## src/sdl_pkg.sv

```systemverilog
// package: constants and carrier types for the serial dac load interface
package sdl_pkg;
    localparam int SDL_WORD_BITS = 16;
    localparam int SDL_RES_14 = 14;
    localparam int SDL_RES_12 = 12;
    localparam int SDL_RB_ZERO_BITS = 2;
    localparam int SDL_SYNC_STAGES = 2;
    localparam logic [15:0] SDL_WORD_RESET = 16'h0000;
    localparam logic [4:0] SDL_CNT_RESET = 5'h00;
    localparam logic [4:0] SDL_CNT_FULL = 5'h10;

    // host side pins after synchronisation
    typedef struct packed {
        logic frame_n;
        logic sclk;
        logic serial_in;
        logic load_strobe_n;
        logic readback_enable_n;
        logic clear_n;
        logic power_down_n;
    } sdl_pins_t;

    // converter-facing state
    typedef struct packed {
        logic [15:0] dac_word;
        logic output_at_ground_ref;
        logic low_power;
    } sdl_conv_t;
endpackage

```

## src/sdl_core.sv

```systemverilog
// file: serial dac load interface, device side digital logic
//
// Operation
// - load strobe low copies input shift register into dac register outside frames, with readback not armed
// - load strobe held low: dac register updates at frame select rising edge
// - sixteen-bit words, input bit sampled on each shift clock falling edge
// - readback enabled: dac register shifted out, one bit per rising edge
// - without readback, serial out gives earlier shifted-in bits for daisy chain
// - serial out only pulls low or releases, open drain
// - clear low forces output to output ground reference level
// - clear leaves shift register and dac register untouched
// - clear released: output follows dac register data again
// - power-down asserted puts converter in low-power state
// - load strobe sampled at frame start picks frame-end or later update
// - only 12 or 14 data bits used, straight binary, rest ignored
// - readback word has its two top bits zero
// - power-down never alters dac register contents
`timescale 1ns/100ps
module sdl_core
    import sdl_pkg::*;
#(
    parameter int RESOLUTION = SDL_RES_14
) (
    input wire logic clk_i,
    input wire logic rst_n_i,
    input wire logic frame_n_i,
    input wire logic sclk_i,
    input wire logic serial_in_i,
    input wire logic load_strobe_n_i,
    input wire logic readback_enable_n_i,
    input wire logic clear_n_i,
    input wire logic power_down_n_i,
    output logic serial_out_o,
    output logic serial_out_oe_n_o,
    output logic [15:0] dac_code_o,
    output logic output_at_ground_ref_o,
    output logic low_power_o
);
    sdl_pins_t pins;
    sdl_pins_t pins_raw;

    typedef struct packed {
        sdl_pins_t prev;
        logic [15:0] shift;
        logic [15:0] dac;
        logic [4:0] count;
        logic sync_update;
        logic pending;
        logic readback_armed;
        logic sout;
        logic gnd_ref;
        logic low_power;
    } sdl_state_t;

    sdl_state_t state;
    sdl_state_t next_state;

    // data bits kept for this resolution, others ignored
    localparam logic [15:0] DATA_MASK = 16'(((32'h1 << RESOLUTION) - 1) << (SDL_WORD_BITS - SDL_RB_ZERO_BITS - RESOLUTION));
    localparam logic [15:0] RB_MASK = 16'hFFFF >> SDL_RB_ZERO_BITS;

    assign pins_raw = '{frame_n: frame_n_i, sclk: sclk_i, serial_in: serial_in_i,
                        load_strobe_n: load_strobe_n_i, readback_enable_n: readback_enable_n_i,
                        clear_n: clear_n_i, power_down_n: power_down_n_i};

    sdl_pin_sync #(
        .WIDTH($bits(sdl_pins_t)),
        .RESET_VAL({$bits(sdl_pins_t){1'b1}})
    ) u_sync (
        .clk_i(clk_i),
        .rst_n_i(rst_n_i),
        .async_i(pins_raw),
        .sync_o(pins)
    );

    logic sclk_fall;
    logic sclk_rise;
    logic frame_fall;
    logic frame_rise;

    always_comb begin
        sclk_fall = state.prev.sclk && !pins.sclk;
        sclk_rise = !state.prev.sclk && pins.sclk;
        frame_fall = state.prev.frame_n && !pins.frame_n;
        frame_rise = !state.prev.frame_n && pins.frame_n;
    end

    always_comb begin
        next_state = state;
        next_state.prev = pins;

        // frame start: catch load strobe to pick update style
        if (frame_fall) begin
            next_state.sync_update = !pins.load_strobe_n;
            next_state.count = SDL_CNT_RESET;
        end

        // shifting is gated by frame select held low by host
        if (sclk_fall && !pins.frame_n) begin
            next_state.shift = {state.shift[14:0], pins.serial_in};
            if (state.count != SDL_CNT_FULL) begin
                next_state.count = state.count + 5'h01;
            end
        end

        // readback: first falling edge with enable low loads dac word into shifter
        if (sclk_fall && !pins.readback_enable_n && !state.readback_armed) begin
            next_state.shift = state.dac & RB_MASK;
            next_state.readback_armed = 1'b1;
        end
        if (pins.readback_enable_n) begin
            next_state.readback_armed = 1'b0;
        end

        // serial out: msb of shifter; rising edge in readback, falling edge otherwise
        if (state.readback_armed && sclk_rise) begin
            next_state.sout = state.shift[15];
        end else if (!state.readback_armed && sclk_fall) begin
            next_state.sout = state.shift[15];
        end

        // word complete at frame end: auto update if strobe was low at start
        if (frame_rise && state.count == SDL_CNT_FULL) begin
            if (state.sync_update) begin
                next_state.dac = state.shift & DATA_MASK;
            end else begin
                next_state.pending = 1'b1;
            end
        end

        // level load: strobe low copies shifter whenever no frame is active and readback is not armed
        // limitation: a strobe pulse that starts and ends inside a frame is lost
        if (!pins.load_strobe_n && pins.frame_n && !state.readback_armed) begin
            next_state.dac = state.shift & DATA_MASK;
            next_state.pending = 1'b0;
        end

        // clear only touches the analog path, never the registers
        next_state.gnd_ref = !pins.clear_n;
        // power-down flag only; dac word untouched
        next_state.low_power = !pins.power_down_n;
    end

    always_ff @(posedge clk_i or negedge rst_n_i) begin
        if (!rst_n_i) begin
            state.prev <= '1;
            state.shift <= SDL_WORD_RESET;
            state.dac <= SDL_WORD_RESET;
            state.count <= SDL_CNT_RESET;
            state.sync_update <= 1'b0;
            state.pending <= 1'b0;
            state.readback_armed <= 1'b0;
            state.sout <= 1'b1;
            state.gnd_ref <= 1'b0;
            state.low_power <= 1'b0;
        end else begin
            state <= next_state;
        end
    end

    // open drain: pull low or release, enable low while driving
    assign serial_out_o = 1'b0;
    assign serial_out_oe_n_o = state.sout;
    assign dac_code_o = state.dac;
    assign output_at_ground_ref_o = state.gnd_ref;
    assign low_power_o = state.low_power;
endmodule

```

## src/sdl_pin_sync.sv

```systemverilog
// file: two-flop synchroniser for the external pins
`timescale 1ns/100ps
module sdl_pin_sync
    import sdl_pkg::*;
#(
    parameter int WIDTH = 7,
    parameter logic [WIDTH-1:0] RESET_VAL = '1
) (
    input wire logic clk_i,
    input wire logic rst_n_i,
    input wire logic [WIDTH-1:0] async_i,
    output logic [WIDTH-1:0] sync_o
);
    typedef struct packed {
        logic [WIDTH-1:0] meta;
        logic [WIDTH-1:0] stable;
    } sdl_sync_state_t;

    sdl_sync_state_t state;
    sdl_sync_state_t next_state;

    always_comb begin
        next_state = state;
        next_state.meta = async_i;
        next_state.stable = state.meta;
    end

    always_ff @(posedge clk_i or negedge rst_n_i) begin
        if (!rst_n_i) begin
            state <= {RESET_VAL, RESET_VAL};
        end else begin
            state <= next_state;
        end
    end

    assign sync_o = state.stable;
endmodule

```

## config.mk

```make
export PLATFORM = sky130hd
export DESIGN_NAME = sdl_core
export DESIGN_NICKNAME = d
export VERILOG_FILES = /design/src/sdl_pkg.sv /design/src/sdl_core.sv /design/src/sdl_pin_sync.sv
export SDC_FILE = /design/constraint.sdc
export NUM_CORES = 1
export LEC_CHECK = 0
export ABC_AREA = 1
export BUFFER_PORTS_ARGS = -buffer_cell sky130_fd_sc_hd__buf_2
export CORE_AREA = 2 2 90 126
export DETAILED_ROUTE_END_ITERATION = 8
export DIE_AREA = 0 0 92 128
export HOLD_SLACK_MARGIN = 0.02
export PLACE_DENSITY = 0.36
export SYNTH_ARGS = -nofsm -noshare
export SYNTH_HDL_FRONTEND = slang
export SYNTH_HIERARCHICAL = 1
export SYNTH_SLANG_ARGS = --single-unit
export TNS_END_PERCENT = 50
```

## constraint.sdc

```tcl
create_clock -name clk_i -period 3.7 [get_ports clk_i]
set_clock_uncertainty 0.15 [all_clocks]
set_input_delay 0 -clock clk_i [delete_from_list [all_inputs] [get_ports clk_i]]
set_output_delay 0 -clock clk_i [all_outputs]
set_load 0.005 [all_outputs]
```

==> impl_metrics.yaml <==
grt:
  grt_usage: 0.0970
  antenna_found_initial: 0
  grt_pass1_wl_um: 8870
  grt_max_degree: 42
  grt-ovfl-total: 0
  first_global_vias: 1689
timing:
  max_slew_margin: 0.374
  setup-violations-final: 0
  timing.fmax_ghz: 0.592
  whs_ns: 0.188
  timing.final.ws_setup_ns: 2.01
  finalMaxSlewViolations: 0
  tns_ns: 0
  finalCriticalPeriod_ns: 1.69
  rsz0062_at_grt: "no"
  hold_viol: 0
  timing.final.crit_share: 0.456
  worst_pin_slew_ns: 0.939
die:
  die_width_um: 92
  ios: 29
  coreArea_um2: 10700
  die_h_um: 128
  die_area_um2: 11800
  initial_core_util: 0.233
  num_rows: 45
synth:
  yosysMostFrequentCell: "nand2_1"
  synth_commonest_cells: "68 x nand2_1, 45 x nand3_1, 39 x dfrtp_1"
  synthArstFlopShare: 1.00
  synth_edf_count: 0
  ys.flop_type: "dfrtp_1"
  ys_seq_area_frac: 0.570
  yosysWarnings: 6
  syn_area_per_cell_um2: 10.1
  syn_area_um2: 2500
  synth_top_area_cell: "dfrtp_1"
  synth_area_leaders: "dfrtp_1 39%, dfstp_2 18%, nand2_1 10%"
  synth-seq-cells: 56
  syn_inst: 248
  synth.top_cell.area_share: 0.391
  yosys.cell_types.count: 27
place:
  hpwl_um: 3270
  portBuffers: 25
  gp_congestion: 0.756
  dp_slack_ns: 2.01
routing:
  num_vias: 1601
  wl_per_cell_um: 12.4
  drt_iter0_drc: 116
  antenna_left: 0
  drt_wl_total_um: 5060
  first_pass_iters: 4
  drc: 0
  vias_per_cell: 3.93
setup_path:
  crit_path_frequent_cell: "nor2_8"
  cp.arrival_ns: 1.78
  crit_path_top_delay_cell: "dfstp_2"
  cpPeakStageDelay_ns: 0.85
  worst-r2r-setup-slack_ns: 2.01
  worstSetupPathType: "reg -> reg"
  startpoint_type: "flop"
  path_cells: "nor2_8 > nor2_8 > nand2_1 > nand3_2"
  crit_fanout: 24
  cp.required_ns: 3.79
  worstSetupEndpointType: "flop"
clocking:
  path_clk_slew_ns: 0.08
  cts_resized: 0
  clk_latency_ns: 0.30
  cts_buffer_depth: 2
  cts-root-buf: "clkbuf_16"
  cts_tree: "done"
  clock-sinks: 56
  cts_buffers: 5
  h-tree-depth: 2
power_and_ir_drop:
  power_density_nw_per_um2: 526
  max-vdd-ir-drop_v: 0.000271
  p_leak_nw: 1.41
layout:
  area_growth_pct: 13.0
  antennaDiodeCount: 0
  drive_above_1_share: 0.267
  utilization: 0.264
  fillers: 1163
  final_nets: 276
job:
  cap_violations: 0
worst_hold_path:
  hp-class: "in -> reg"
run_status:
  status: "finished, final reports clean"
metal layers:
metal | wire length, um | track usage | vias up
met5 | 0 | 0 | -
met4 | 116 | 0.0457 | 0
met3 | 149 | 0.0235 | 7
met2 | 2480 | 0.162 | 29
met1 | 2310 | 0.118 | 762
li1 | - | - | 803
placed cells by master, fill, tap and decap left out, drive strengths merged:
cell type     n
dfrtp        39
nor2         12
inv          15
conb          3
clkbuf        6
nand3        49
dfstp        17
xor2          1
o211ai        1
xnor2         1
ha            2
dlygate4sd3   8
o21ai         8
or2           1
nand4         1
buf          26
nand2        76
cells by family after synthesis:
kind of cell,synth area share
and+or+nand+nor,0.277
buffers and inverters,0.116
AOI/OAI and AO/OA,0.0190
xor gates and xnor gates,0.00702
DFF,0.570
other,0.00150
adders and majority gates,0.0100
final timing paths:
check,start,endpoint,cells past startpoint
max in group asynchronous,rst_n_i,u_sync/sync_o[4],3
worst max register to register,u_sync/sync_o[6],state[27],4
worst min register to register,u_sync/next_state[3],u_sync/sync_o[3],0
worst max-delay path,u_sync/sync_o[6],state[27],4
min in group asynchronous,rst_n_i,low_power_o,2
worst min-delay path,serial_in_i,u_sync/next_state[4],2
area by class of cell:
cell class                      count  area, um2  share of cell area
Timing Repair Buffer               34        213              0.0754
Clock inverter                      2       15.0             0.00532
Inverter                           13       53.8              0.0191
Tap cell                          141        176              0.0625
Sequential cell                    56       1420               0.504
Multi-Input combinational cell    155        792               0.281
Clock buffer                        6        150              0.0532
timing repair:
| item | CTS | global route |
|---|---|---|
| buffers inserted | 0 | 0 |
| endpoints found under the hold margin | 31 | 0 |
| hold buffers | 8 | 0 |
power breakdown:
| part | leakage [nW] | switching, mW | internal (mW) |
|---|---|---|---|
| clock network | 0.0829 | 0.231 | 0.296 |
| logic | 0.630 | 0.100 | 0.0796 |
| registers | 0.699 | 0.0714 | 0.707 |
| total | 1.41 | 0.403 | 1.08 |
registers in the layout, indices dropped and copies added (netlist names):
signal,flops
low_power_o,1
output_at_ground_ref_o,1
u_sync/next_state,7
serial_out_oe_n_o,1
state,25
u_sync/sync_o,7
dac_code_o,14
critical path: cells and delay by family, from the launching register on:
family,cells,cell delay (ns)
and+or+nand+nor,4,0.62
DFF,1,0.85
through the flow:
step	area (um2)	power (mW)	cells
floorplan	2500	0.932	250
global placement	2580	0.967	391
detailed placement	2580	0.970	391
CTS	2820	1.52	407
global route	2820	1.59	407
finish	2820	1.49	407
No activity file was read; power rests on OpenSTA's default activity.
